`config.mk`:
```
export PLATFORM = sky130hd
export DESIGN_NAME = annunciator_panel
export DESIGN_NICKNAME = d
export VERILOG_FILES = /design/src/hdl/annun_pkg.sv /design/src/hdl/annunciator_panel.sv /design/src/hdl/level_debounce.sv
export SDC_FILE = /design/constraint.sdc
export NUM_CORES = 1
export LEC_CHECK = 0
export ABC_AREA = 1
export ABC_CLOCK_PERIOD_IN_PS = 9500
export BUFFER_PORTS_ARGS = -buffer_cell sky130_fd_sc_hd__buf_2
export CORE_ASPECT_RATIO = 0.75
export CORE_MARGIN = 2
export CORE_UTILIZATION = 50
export DETAILED_ROUTE_END_ITERATION = 10
export GPL_ROUTABILITY_DRIVEN = 0
export PLACE_DENSITY_LB_ADDON = 0.2
export REMOVE_ABC_BUFFERS = 1
export SYNTH_ARGS = -nofsm -noshare
export SYNTH_HDL_FRONTEND = slang
export SYNTH_SLANG_ARGS = --single-unit
```
`constraint.sdc`:
```
create_clock -name ref_clk -period 9.5 [get_ports ref_clk]
set_input_delay 0.475 -clock ref_clk [delete_from_list [all_inputs] [get_ports ref_clk]]
set_output_delay 0.475 -clock ref_clk [all_outputs]
set_load 0.1 [all_outputs]
```
`src/hdl/annun_pkg.sv`:
```
package annun_pkg;
    // ========================================
    // panel geometry
    localparam int NUM_RELAYS = 4;
    localparam int NUM_LAMPS = 21;
    localparam int NUM_INPUTS = 20;
    // ========================================
    // lamp colour codes
    localparam logic [1:0] COLOR_OFF = 2'h0;
    localparam logic [1:0] COLOR_GREEN = 2'h1;
    localparam logic [1:0] COLOR_AMBER = 2'h2;
    localparam logic [1:0] COLOR_RED = 2'h3;
    // ========================================
    // timing, clock at 100 MHz
    localparam int CLK_HZ = 100_000_000;
    localparam int HEARTBEAT_MS = 500;
    localparam int HEARTBEAT_CYC = CLK_HZ / 1000 * HEARTBEAT_MS;
    localparam int STEP_MS = 500;
    localparam int STEP_CYC = CLK_HZ / 1000 * STEP_MS;
    localparam int BCAST_MS = 5000;
    localparam int BCAST_CYC = CLK_HZ / 1000 * BCAST_MS;
    localparam int HOLD_MS = 2000;
    localparam int HOLD_CYC = CLK_HZ / 1000 * HOLD_MS;
    localparam int DEBOUNCE_MS = 20;
    localparam int DEBOUNCE_CYC = CLK_HZ / 1000 * DEBOUNCE_MS;
    // ========================================
    // panel sequencer states
    typedef enum logic [2:0] {
        ST_SELF_GREEN = 3'b000,
        ST_SELF_AMBER = 3'b001,
        ST_SELF_RED = 3'b010,
        ST_RUN = 3'b011,
        ST_TEST_BRIEF = 3'b100,
        ST_TEST_GREEN = 3'b101,
        ST_TEST_AMBER = 3'b110,
        ST_TEST_RED = 3'b111
    } panel_state_type;
endpackage : annun_pkg

```
`src/hdl/annunciator_panel.sv`:
```
`timescale 1ns/10ps
`default_nettype none
module annunciator_panel
    import annun_pkg::*;
#(
    parameter int STEP_CYCLES = STEP_CYC,
    parameter int HEARTBEAT_CYCLES = HEARTBEAT_CYC,
    parameter int BCAST_CYCLES = BCAST_CYC,
    parameter int HOLD_CYCLES = HOLD_CYC,
    parameter int DEBOUNCE_CYCLES = DEBOUNCE_CYC
) (
    input wire logic ref_clk,
    input wire logic sys_rst,
    input wire logic relay_cmd_valid,
    input wire logic [1:0] relay_cmd_index,
    input wire logic relay_cmd_on,
    input wire logic link_up,
    input wire logic [NUM_INPUTS-1:0] wired_in_raw,
    input wire logic [NUM_INPUTS-1:0] net_in,
    input wire logic polarity_positive,
    input wire logic cfg_write,
    input wire logic [4:0] cfg_lamp,
    input wire logic [1:0] cfg_color,
    input wire logic local_button,
    input wire logic shared_silence_terminal_in,
    output logic shared_silence_terminal_out,
    output logic shared_silence_terminal_oe,
    output logic [NUM_RELAYS-1:0] relay_contact_header,
    output logic run_heartbeat_led,
    output logic [1:0] network_status_lamp,
    output logic [2*NUM_INPUTS-1:0] lamp_color,
    output logic horn_silence,
    output logic status_bcast,
    output logic [NUM_INPUTS-1:0] status_word
);
    // ========================================
    // helpers
    function automatic logic [2*NUM_INPUTS-1:0] fill(input logic [1:0] c);
        fill = {NUM_INPUTS{c}};
    endfunction : fill

    panel_state_type state_r, state_nxt;
    logic [31:0] step_cnt_r, hb_cnt_r, bc_cnt_r, hold_cnt_r;
    logic [2*NUM_INPUTS-1:0] cfg_r;
    logic [NUM_INPUTS-1:0] wired_prev_r;
    logic silence_clean, button_clean, step_done, hold_done;
    logic [NUM_INPUTS-1:0] wired_active, lamp_on;
    logic [2*NUM_INPUTS-1:0] shown_cfg, lamp_nxt;

    // ========================================
    // input conditioning
    assign wired_active = polarity_positive ? wired_in_raw
                                            : ~wired_in_raw;
    assign lamp_on = wired_active | net_in;
    assign step_done = step_cnt_r >= 32'(STEP_CYCLES - 1);
    assign hold_done = hold_cnt_r >= 32'(HOLD_CYCLES - 1);

    level_debounce #(.STABLE_CYC(DEBOUNCE_CYCLES)) u_sil_db (
        .ref_clk(ref_clk),
        .sys_rst(sys_rst),
        .raw_in(shared_silence_terminal_in),
        .clean_out(silence_clean)
    );
    level_debounce #(.STABLE_CYC(DEBOUNCE_CYCLES)) u_btn_db (
        .ref_clk(ref_clk),
        .sys_rst(sys_rst),
        .raw_in(local_button),
        .clean_out(button_clean)
    );

    genvar g;
    generate
        for (g = 0; g < NUM_INPUTS; g++) begin : g_show
            assign shown_cfg[2*g +: 2] = lamp_on[g] ? cfg_r[2*g +: 2]
                                                    : COLOR_OFF;
        end
    endgenerate

    // ========================================
    // panel sequencer
    always_comb begin
        state_nxt = state_r;
        case (state_r)
            ST_SELF_GREEN: if (step_done) state_nxt = ST_SELF_AMBER;
            ST_SELF_AMBER: if (step_done) state_nxt = ST_SELF_RED;
            ST_SELF_RED: if (step_done) state_nxt = ST_RUN;
            ST_RUN: if (button_clean) state_nxt = ST_TEST_BRIEF;
            ST_TEST_BRIEF: begin
                if (!button_clean) state_nxt = ST_RUN;
                else if (hold_done) state_nxt = ST_TEST_GREEN;
            end
            ST_TEST_GREEN: if (step_done) state_nxt = ST_TEST_AMBER;
            ST_TEST_AMBER: if (step_done) state_nxt = ST_TEST_RED;
            ST_TEST_RED: if (step_done) state_nxt = ST_RUN;
            default: state_nxt = ST_RUN;
        endcase
    end

    always_comb begin
        case (state_r)
            ST_SELF_GREEN, ST_TEST_GREEN, ST_TEST_BRIEF:
                lamp_nxt = fill(COLOR_GREEN);
            ST_SELF_AMBER, ST_TEST_AMBER: lamp_nxt = fill(COLOR_AMBER);
            ST_SELF_RED, ST_TEST_RED: lamp_nxt = fill(COLOR_RED);
            default: lamp_nxt = shown_cfg;
        endcase
    end

    always_ff @(posedge ref_clk or posedge sys_rst) begin
        if (sys_rst) begin
            state_r <= ST_SELF_GREEN;
            step_cnt_r <= 32'h0;
            hold_cnt_r <= 32'h0;
        end else begin
            state_r <= state_nxt;
            step_cnt_r <= (state_nxt != state_r) ? 32'h0
                                                  : step_cnt_r + 32'h1;
            hold_cnt_r <= (state_r == ST_TEST_BRIEF) ? hold_cnt_r + 32'h1
                                                     : 32'h0;
        end
    end

    // ========================================
    // configuration, factory default all red
    always_ff @(posedge ref_clk or posedge sys_rst) begin
        if (sys_rst) begin
            cfg_r <= {NUM_INPUTS{COLOR_RED}};
        end else if (cfg_write && cfg_lamp < 5'(NUM_INPUTS)) begin
            cfg_r[2*cfg_lamp +: 2] <= cfg_color;
        end
    end

    // ========================================
    // relays, heartbeat, network, silence
    always_ff @(posedge ref_clk or posedge sys_rst) begin
        if (sys_rst) begin
            relay_contact_header <= '0;
            hb_cnt_r <= 32'h0;
            run_heartbeat_led <= 1'b0;
            network_status_lamp <= COLOR_OFF;
            lamp_color <= '0;
            horn_silence <= 1'b0;
            shared_silence_terminal_out <= 1'b0;
            shared_silence_terminal_oe <= 1'b0;
        end else begin
            if (relay_cmd_valid) begin
                relay_contact_header[relay_cmd_index] <= relay_cmd_on;
            end
            if (state_r == ST_SELF_GREEN || state_r == ST_SELF_AMBER ||
                state_r == ST_SELF_RED) begin
                hb_cnt_r <= 32'h0;
                run_heartbeat_led <= 1'b0;
            end else if (hb_cnt_r >= 32'(HEARTBEAT_CYCLES - 1)) begin
                hb_cnt_r <= 32'h0;
                run_heartbeat_led <= ~run_heartbeat_led;
            end else begin
                hb_cnt_r <= hb_cnt_r + 32'h1;
            end
            network_status_lamp <= link_up ? COLOR_GREEN : COLOR_OFF;
            lamp_color <= lamp_nxt;
            // open-drain style: pull the shared line only while pressed
            shared_silence_terminal_out <= 1'b1;
            shared_silence_terminal_oe <= button_clean;
            horn_silence <= silence_clean | button_clean;
        end
    end

    // ========================================
    // status broadcast
    always_ff @(posedge ref_clk or posedge sys_rst) begin
        if (sys_rst) begin
            wired_prev_r <= '0;
            bc_cnt_r <= 32'h0;
            status_bcast <= 1'b0;
            status_word <= '0;
        end else begin
            wired_prev_r <= wired_active;
            status_word <= wired_active;
            if (wired_active != wired_prev_r ||
                bc_cnt_r >= 32'(BCAST_CYCLES - 1)) begin
                status_bcast <= 1'b1;
                bc_cnt_r <= 32'h0;
            end else begin
                status_bcast <= 1'b0;
                bc_cnt_r <= bc_cnt_r + 32'h1;
            end
        end
    end

    // ========================================
    // checks
    property p_relay_follows;
        @(posedge ref_clk) disable iff (sys_rst)
        relay_cmd_valid |=> relay_contact_header[$past(relay_cmd_index)]
                            == $past(relay_cmd_on);
    endproperty
    a_relay_follows: assert property (p_relay_follows)
        else $error("relay did not follow command");
    property p_relay_hold;
        @(posedge ref_clk) disable iff (sys_rst)
        !relay_cmd_valid |=> $stable(relay_contact_header);
    endproperty
    a_relay_hold: assert property (p_relay_hold)
        else $error("relay changed without command");
    property p_self_seq;
        @(posedge ref_clk) disable iff (sys_rst)
        (state_r == ST_SELF_GREEN && step_done) |=> state_r == ST_SELF_AMBER;
    endproperty
    a_self_seq: assert property (p_self_seq)
        else $error("self cycle order wrong");
    property p_hb_idle;
        @(posedge ref_clk) disable iff (sys_rst)
        state_r == ST_SELF_RED |=> !run_heartbeat_led;
    endproperty
    a_hb_idle: assert property (p_hb_idle)
        else $error("heartbeat before running mode");
    property p_net_lamp;
        @(posedge ref_clk) disable iff (sys_rst)
        link_up |=> network_status_lamp == COLOR_GREEN;
    endproperty
    a_net_lamp: assert property (p_net_lamp)
        else $error("network lamp not green");
    property p_silence;
        @(posedge ref_clk) disable iff (sys_rst)
        silence_clean |=> horn_silence;
    endproperty
    a_silence: assert property (p_silence)
        else $error("shared silence ignored");
    property p_brief_green;
        @(posedge ref_clk) disable iff (sys_rst)
        state_r == ST_TEST_BRIEF |=> lamp_color == fill(COLOR_GREEN);
    endproperty
    a_brief_green: assert property (p_brief_green)
        else $error("lamp test not green");
    property p_hold_red;
        @(posedge ref_clk) disable iff (sys_rst)
        state_r == ST_TEST_AMBER && step_done |=> state_r == ST_TEST_RED;
    endproperty
    a_hold_red: assert property (p_hold_red)
        else $error("held test order wrong");
    property p_bcast_change;
        @(posedge ref_clk) disable iff (sys_rst)
        wired_active != wired_prev_r |=> status_bcast;
    endproperty
    a_bcast_change: assert property (p_bcast_change)
        else $error("no broadcast on input change");
    property p_lamp_or;
        @(posedge ref_clk) disable iff (sys_rst)
        state_r == ST_RUN && lamp_on == '0 && state_nxt == ST_RUN
            |=> lamp_color == '0;
    endproperty
    a_lamp_or: assert property (p_lamp_or)
        else $error("lamp lit with all inputs off");
    c_brief: cover property (@(posedge ref_clk) state_r == ST_TEST_BRIEF
        ##1 state_r == ST_RUN);
    c_held: cover property (@(posedge ref_clk) state_r == ST_TEST_RED);
    c_relay: cover property (@(posedge ref_clk) relay_cmd_valid);
endmodule : annunciator_panel
`default_nettype wire

```
`src/hdl/level_debounce.sv`:
```
`timescale 1ns/10ps
`default_nettype none
module level_debounce #(
    parameter int STABLE_CYC = 2000000
) (
    input wire logic ref_clk,
    input wire logic sys_rst,
    input wire logic raw_in,
    output logic clean_out
);
    logic [31:0] cnt_r;
    logic last_r;
    always_ff @(posedge ref_clk or posedge sys_rst) begin
        if (sys_rst) begin
            cnt_r <= 32'h0;
            last_r <= 1'b0;
            clean_out <= 1'b0;
        end else if (raw_in != last_r) begin
            last_r <= raw_in;
            cnt_r <= 32'h0;
        end else if (cnt_r >= 32'(STABLE_CYC - 1)) begin
            clean_out <= last_r;
        end else begin
            cnt_r <= cnt_r + 32'h1;
        end
    end
endmodule : level_debounce
`default_nettype wire

```
==> flow_summary.yaml, run 1 <==
clock_tree:
  clock_path_buffers: 3
  ctsResizeCount: 0
  htree_levels: 2
  cts_hold_buf: 0
  cts_tree: "built"
  clk-insertion-delay-late_ns: 0.52
  cts_sinks: 309
  cts_root_buf: "clkbuf_16"
  clk_pin_slew_worst_paths_ns: 0.06
  cts_setup_buffers: 0
  cts_buffers: 34
global_route:
  grt_pass1_vias: 12600
  antenna_found_initial: 5
  grt.total_usage: 0.243
  grt_max_degree: 190
  grt_first_pass_wirelength_um: 64700
  grt_overflow_total: 0
synth:
  synthArstFlopShare: 1.00
  netlist_top_cells_area: "dfrtp_1 43%, nand2_1 9.7%, nor2_1 7.8%"
  synthDistinctLibCells: 43
  synthCells: 1959
  synth.ff_latch_count: 309
  synth_ff_type: "dfrtp_1"
  ys.warnings.count: 0
  synth_edf_count: 0
  syn_area_sq_mm: 0.0158
  avgSynthCellArea_sq_um: 8.05
  netlist.area_leader.share: 0.427
  synth_top_area_cell: "dfrtp_1"
  synth-seq-area-share: 0.493
routing:
  drtAntennaViolNets: 0
  post-route-drc-count: 0
  avgViaCountPerCell: 5.33
  num_vias: 13500
  wl_um: 39300
  wire_per_inst_um: 15.6
  drt_first_iter_violations: 1288
  drtPass1Iterations: 7
power_and_ir_drop:
  powerDensity_mw_per_mm2: 171
  leakagePower_nw: 7.80
  power.share.combinational: 0.091
  power_frac_clock: 0.462
  swShare: 0.255
  power_mw: 3.09
  p_int_mw: 2.30
  seqPwrFrac: 0.447
  ir_drop_v: 0.0000974
  p_sw_uw: 788
critical_path:
  end_kind: "flip-flop"
  crit_chain: "ha_1 > nand3_1 > o21ai_0 > nand4_1 > nand2_1 > nand2_1 > nand2_1 > inv_1 > nand3b_1 > o21ai_0"
  timing.rr.start: "u_sil_db.cnt_r[1]$_DFFE_PP0N_"
  cp_num_buf_inv: 1
  cpPeakStageDelay_ns: 0.54
  path_common_cell: "nand2_1"
  cp_max_fo: 21
  slowest_stage: "inv_1"
  cp-start-kind: "flip-flop"
  timing.rr.end: "u_sil_db.cnt_r[14]$_DFFE_PP0N_"
  crit_required_ns: 9.88
  r2r_slack_ns: 6.64
  path_delay_family: "simple AND/OR/NAND/NOR gates"
  cp.arrival_ns: 3.24
  critPathKind: "reg -> reg"
  r2r_cells: 10
final_layout:
  drive_gt1_frac: 0.122
  layout_commonest_cell: "nand2_1"
  mostFrequentLayoutCells: "406 x nand2_1, 327 x nor2_1, 269 x dfrtp_1, 209 x inv_1, 127 x buf_2"
  nets: 2156
  final_cell_count_no_fill: 2527
  area_delta_synth_final_pct: 14.1
  utilization: 0.577
  fin_area_sq_mm: 0.0180
floorplan:
  dieArea_sq_mm: 0.0330
  fp-row-count: 56
  start_util: 0.506
  die_y_um: 158
  die_x_um: 209
  core_area_sq_mm: 0.0312
  io_pins: 129
sta:
  min_period_over_period: 0.301
  whs_ns: 0.0706
  slew_viol_final: 0
  fin_setup_tns_ns: 0
  setup_slack_ns: 6.64
  period_minus_slack_ns: 2.86
  max_freq_mhz: 349
  slew_headroom: 0.218
  tightest_slew_ns: 1.17
  setup_viol: 0
  skew_ns: 0.0153
  hold_viol: 0
  rsz0062_at_grt: "no"
placed_design:
  port-buffer-count: 127
  dp_hpwl_um: 28300
  pre_cts_slack_ns: 6.33
  dp_cells: 2460
  postPlaceCellArea_sq_mm: 0.0168
worst_hold_path:
  min_to: "network_status_lamp[0]$_DFF_PP0_"
  min_path_cells: 1
  worstHoldPathType: "in -> reg"
  worst_hold_startpoint: "link_up"
outcome:
  status: "finished, final reports clean"
job:
  max_cap_violations: 0
[worst register-to-register path, cell delays in order (launching register included)]
cell	delay (ns)
dfrtp_1	0.39
ha_1	0.24
nand3_1	0.20
o21ai_0	0.26
nand4_1	0.11
nand2_1	0.10
nand2_1	0.05
nand2_1	0.53
inv_1	0.54
nand3b_1	0.22
o21ai_0	0.09
[power by group through the flow]
stage	Clock (mW)	Sequential [mW]	Combinational [mW]
after floorplan	0	1.50	0.106
after global placement	0	1.40	0.278
after detailed placement	0	1.40	0.281
after CTS	1.46	1.38	0.282
after global routing	1.52	1.38	0.303
final	1.43	1.38	0.279
[cells by family after synthesis]
kind of cell	after synthesis	synth area share
and+or+nand+nor	1089	0.302
DFF	309	0.493
buffers and inverters	261	0.0676
AOI/OAI and AO/OA	150	0.0519
xor gates and xnor gates	140	0.0782
adders and majority gates	8	0.00634
other	2	0.000476
[final cells by class]
cell class / count / area, sq um
multi-input combinational: 1398 / 6980
timing repair buffer: 133 / 693
sequential: 309 / 7780
fill: 2788 / 13200
tap: 406 / 508
inverter: 214 / 811
clock buffer: 53 / 1070
clock inverter: 9 / 158
antenna: 5 / 12.5
[cells in the mapped netlist, types with 9 or more instances]
cell type and n:
a21oi_1 29, buf_6 9, clkbuf_1 28, dfrtp_1 269, dfstp_2 40, inv_1 210
nand2_1 406, nand3_1 122, nand3b_1 14, nand4_1 68, nor2_1 328, nor2_2 16
nor3_1 85, nor4_1 30, o21ai_0 88, o31ai_1 14, xnor2_1 50, xor2_1 89
[sequential cells by signal, summed over array words and instances, names as in the netlist]
name / flops
u_sil_db.cnt_r: 32
u_sil_db.last_r: 1
lamp_color: 40
hb_cnt_r: 32
status_bcast: 1
cfg_r: 40
u_btn_db.last_r: 1
network_status_lamp: 1
hold_cnt_r: 32
run_heartbeat_led: 1
u_sil_db.clean_out: 1
step_cnt_r: 32
u_btn_db.cnt_r: 32
relay_contact_header: 4
shared_silence_terminal_oe: 1
u_btn_db.clean_out: 1
bc_cnt_r: 32
state_r: 3
horn_silence: 1
shared_silence_terminal_out: 1
wired_prev_r: 20
[per-layer routing]
layer  vias to the layer above  global-route usage  routed length [um]
li1                       6583                   -                   -
met1                      6392               0.363               18600
met2                       430               0.350               16800
met3                        74              0.0391                2510
met4                         0               0.106                1400
met5                         -                   0                   0
[worst max path at each step]
stage	start	endpoint	slack, ns	cells after the start
global placement	polarity_positive	status_bcast$_DFF_PP0_	6.53	9
floorplan	sys_rst	bc_cnt_r[0]$_DFF_PP0_	0.55	1
global route	u_sil_db.cnt_r[1]$_DFFE_PP0N_	u_sil_db.cnt_r[10]$_DFFE_PP0N_	6.31	10
CTS	u_sil_db.cnt_r[1]$_DFFE_PP0N_	u_sil_db.cnt_r[14]$_DFFE_PP0N_	6.69	10
finish	u_sil_db.cnt_r[1]$_DFFE_PP0N_	u_sil_db.cnt_r[14]$_DFFE_PP0N_	6.64	10
detailed placement	cfg_lamp[0]	cfg_r[5]$_DFFE_PP1P_	6.33	10
Power figures use the tool's default switching activity.
==> run 2, diff against run 1 <==
--- a/config.mk
+++ b/config.mk
@@ -5,8 +5,8 @@
 export SDC_FILE = /design/constraint.sdc
 export NUM_CORES = 1
 export LEC_CHECK = 0
-export ABC_AREA = 1
-export ABC_CLOCK_PERIOD_IN_PS = 9500
+export ABC_AREA = 0
+export ABC_CLOCK_PERIOD_IN_PS = 2600
 export BUFFER_PORTS_ARGS = -buffer_cell sky130_fd_sc_hd__buf_2
 export CORE_ASPECT_RATIO = 0.75
 export CORE_MARGIN = 2
==> constraint.sdc (replaced) <==
create_clock -name ref_clk -period 2.6 [get_ports ref_clk]
set_input_delay 0.13 -clock ref_clk [delete_from_list [all_inputs] [get_ports ref_clk]]
set_output_delay 0.13 -clock ref_clk [all_outputs]
set_load 0.1 [all_outputs]
==> flow_summary.yaml, run 2 <==
global_route:
  grt.total_usage: 0.216
  grt_first_pass_wirelength_um: 52000
  grt_pass1_vias: 10200
  grt_overflow_total: 0
  antenna_found_initial: 0
  grt_max_degree: 91
synth:
  netlist.area_leader.share: 0.476
  synth_top_area_cell: "dfrtp_1"
  synthCells: 1389
  synthDistinctLibCells: 60
  synth-seq-area-share: 0.550
  netlist_top_cells_area: "dfrtp_1 48%, dfstp_2 7.4%, xnor2_1 6.3%"
  syn_area_sq_mm: 0.0141
  synth_ff_type: "dfrtp_1"
  avgSynthCellArea_sq_um: 10.2
  synth.ff_latch_count: 309
  synth_edf_count: 0
  yosysMostFrequentCell: "dfrtp_1"
  ys.warnings.count: 0
  synth_commonest_cells: "269 x dfrtp_1, 221 x nor2_1, 101 x xnor2_1, 91 x nand2_1, 78 x o21ai_0"
  synthArstFlopShare: 1.00
sta:
  whs_ns: 0.0316
  period_minus_slack_ns: 2.38
  fin_setup_tns_ns: 0
  tightest_slew_ns: 0.716
  slew_viol_final: 0
  setup_viol: 0
  max_freq_mhz: 420
  rsz0062_at_grt: "no"
  hold_viol: 0
  skew_ns: 0.00990
  slew_headroom: 0.518
  min_period_over_period: 0.915
critical_path:
  cp.arrival_ns: 2.86
  cpPeakStageDelay_ns: 0.56
  cp_num_buf_inv: 4
  r2r_cells: 7
  cp-start-kind: "primary input"
  timing.rr.end: "u_sil_db.cnt_r[13]$_DFFE_PP0N_"
  r2r_slack_ns: 0.26
  crit_chain: "dlygate4sd3_1 > buf_2 > inv_1 > ha_1 > nand2b_1 > nor2_1 > ha_1 > and4b_1 > nand3_1 > nand2_1 > o21ai_1 > dlygate4sd3_1"
  path_delay_family: "buffers and inverters"
  crit_required_ns: 3.08
  end_kind: "flip-flop"
  critPathKind: "in -> reg"
  cp_max_fo: 8
  timing.rr.start: "u_sil_db.cnt_r[14]$_DFFE_PP0N_"
  slowest_stage: "dlygate4sd3_1"
final_layout:
  num_antenna_cells: 0
  drive_gt1_frac: 0.167
  area_delta_synth_final_pct: 20.4
  reg_top3: "cfg_r x40, lamp_color x40"
  layout_commonest_cell: "dfrtp_1"
  mostFrequentLayoutCells: "269 x dfrtp_1, 221 x nor2_1, 127 x buf_2, 101 x xnor2_1, 91 x nand2_1"
  nets: 1663
clock_tree:
  cts_setup_buffers: 0
  clk_pin_slew_worst_paths_ns: 0.07
  clock_path_buffers: 3
  cts_tree: "built"
  htree_levels: 1
  cts_sinks: 309
  cts_hold_buf: 54
  ctsResizeCount: 0
  cts_buffers: 30
  cts_root_buf: "clkbuf_16"
  clk-insertion-delay-late_ns: 0.56
placed_design:
  port-buffer-count: 127
  dp_hpwl_um: 21100
routing:
  drt_first_iter_violations: 593
  drtAntennaViolNets: 0
  num_vias: 10500
  post-route-drc-count: 0
  drtPass1Iterations: 5
  avgViaCountPerCell: 5.21
  wire_per_inst_um: 15.3
  wl_um: 30700
floorplan:
  core_area_sq_mm: 0.0279
  start_util: 0.507
  die_x_um: 198
  die_y_um: 150
  io_pins: 129
  fp-row-count: 53
  dieArea_sq_mm: 0.0297
worst_hold_path:
  min_to: "lamp_color[30]$_DFF_PP0_"
  worstHoldPathType: "in -> reg"
  worst_hold_startpoint: "net_in[15]"
  min_path_cells: 3
outcome:
  status: "finished, final reports clean"
power_and_ir_drop:
  powerDensity_mw_per_mm2: 642
  ir_drop_v: 0.000461
  leakagePower_nw: 7.39
job:
  max_cap_violations: 0
[run 2: worst max-delay path by stage]
stage          cells past startpoint                             end                           start  slack [ns]
2_1_floorplan                      1           bc_cnt_r[0]$_DFF_PP0_                         sys_rst       -6.01
3_3_place_gp                       7  u_sil_db.cnt_r[12]$_DFFE_PP0N_  u_sil_db.cnt_r[14]$_DFFE_PP0N_        0.33
3_5_place_dp                       7  u_sil_db.cnt_r[10]$_DFFE_PP0N_  u_sil_db.cnt_r[14]$_DFFE_PP0N_        0.24
4_1_cts                            7  u_sil_db.cnt_r[13]$_DFFE_PP0N_  u_sil_db.cnt_r[14]$_DFFE_PP0N_        0.23
5_1_grt                           12            cfg_r[1]$_DFFE_PP1P_                     cfg_lamp[0]        0.07
6_report                          12            cfg_r[1]$_DFFE_PP1P_                     cfg_lamp[0]        0.22
[run 2: report_power, final]
group	internal, mW	switching, mW	total (mW)
Combinational	0.293	0.771	1.06
Clock	2.91	1.86	4.76
Sequential	5.02	0.0799	5.10
[run 2: metal layers]
layer | part of all wire | vias to the layer above | global-route usage
met5 | 0 | - | 0
met4 | 0.019 | 0 | 0.0459
met3 | 0.045 | 41 | 0.0340
met2 | 0.43 | 213 | 0.329
met1 | 0.50 | 5114 | 0.326
li1 | - | 5093 | -
[run 2: worst reg2reg max path, stage by stage, from the launching register on]
cell and delay, ns:
dfrtp_1 0.42, or4_1 0.58, a311oi_2 0.28, o2111ai_2 0.31, buf_4 0.27, nor3_2 0.18
xnor2_1 0.14, nor2_1 0.06
[run 2: kinds of logic (layout without fill, tap and decap cells)]
| kind of cell | Yosys count | in the layout | share of synthesized area |
|---|---|---|---|
| simple gates | 593 | 593 | 0.206 |
| flops | 309 | 309 | 0.550 |
| xor+xnor | 178 | 178 | 0.111 |
| compound gates | 139 | 139 | 0.0588 |
| buf+inv | 114 | 337 | 0.0318 |
| mux | 46 | 46 | 0.0346 |
| fa+ha+maj | 8 | 8 | 0.00708 |
| other cells | 2 | 11 | 0.000531 |
[run 2: through the flow]
step / power (mW) / cells / worst slack, ns / area (sq um) / utilization
floorplan: 5.89 / 1356 / -6.01 / 14000 / -
global placement: 6.17 / 1896 / 0.328 / 15400 / 0.551
detailed placement: 6.18 / 1896 / 0.239 / 15400 / 0.551
CTS: 11.1 / 2006 / 0.233 / 17000 / 0.610
global route: 11.4 / 2006 / 0.0655 / 17000 / 0.610
finish: 10.9 / 2006 / 0.222 / 17000 / 0.610
[run 2: area by class of cell]
type                            instances  area, sq um
Clock buffer                           44          905
Clock inverter                         12          196
Fill cell                            2299        10900
Inverter                               72          278
Multi-Input combinational cell        975         5940
Sequential cell                       309         7780
Tap cell                              385          482
Timing Repair Buffer                  209         1440
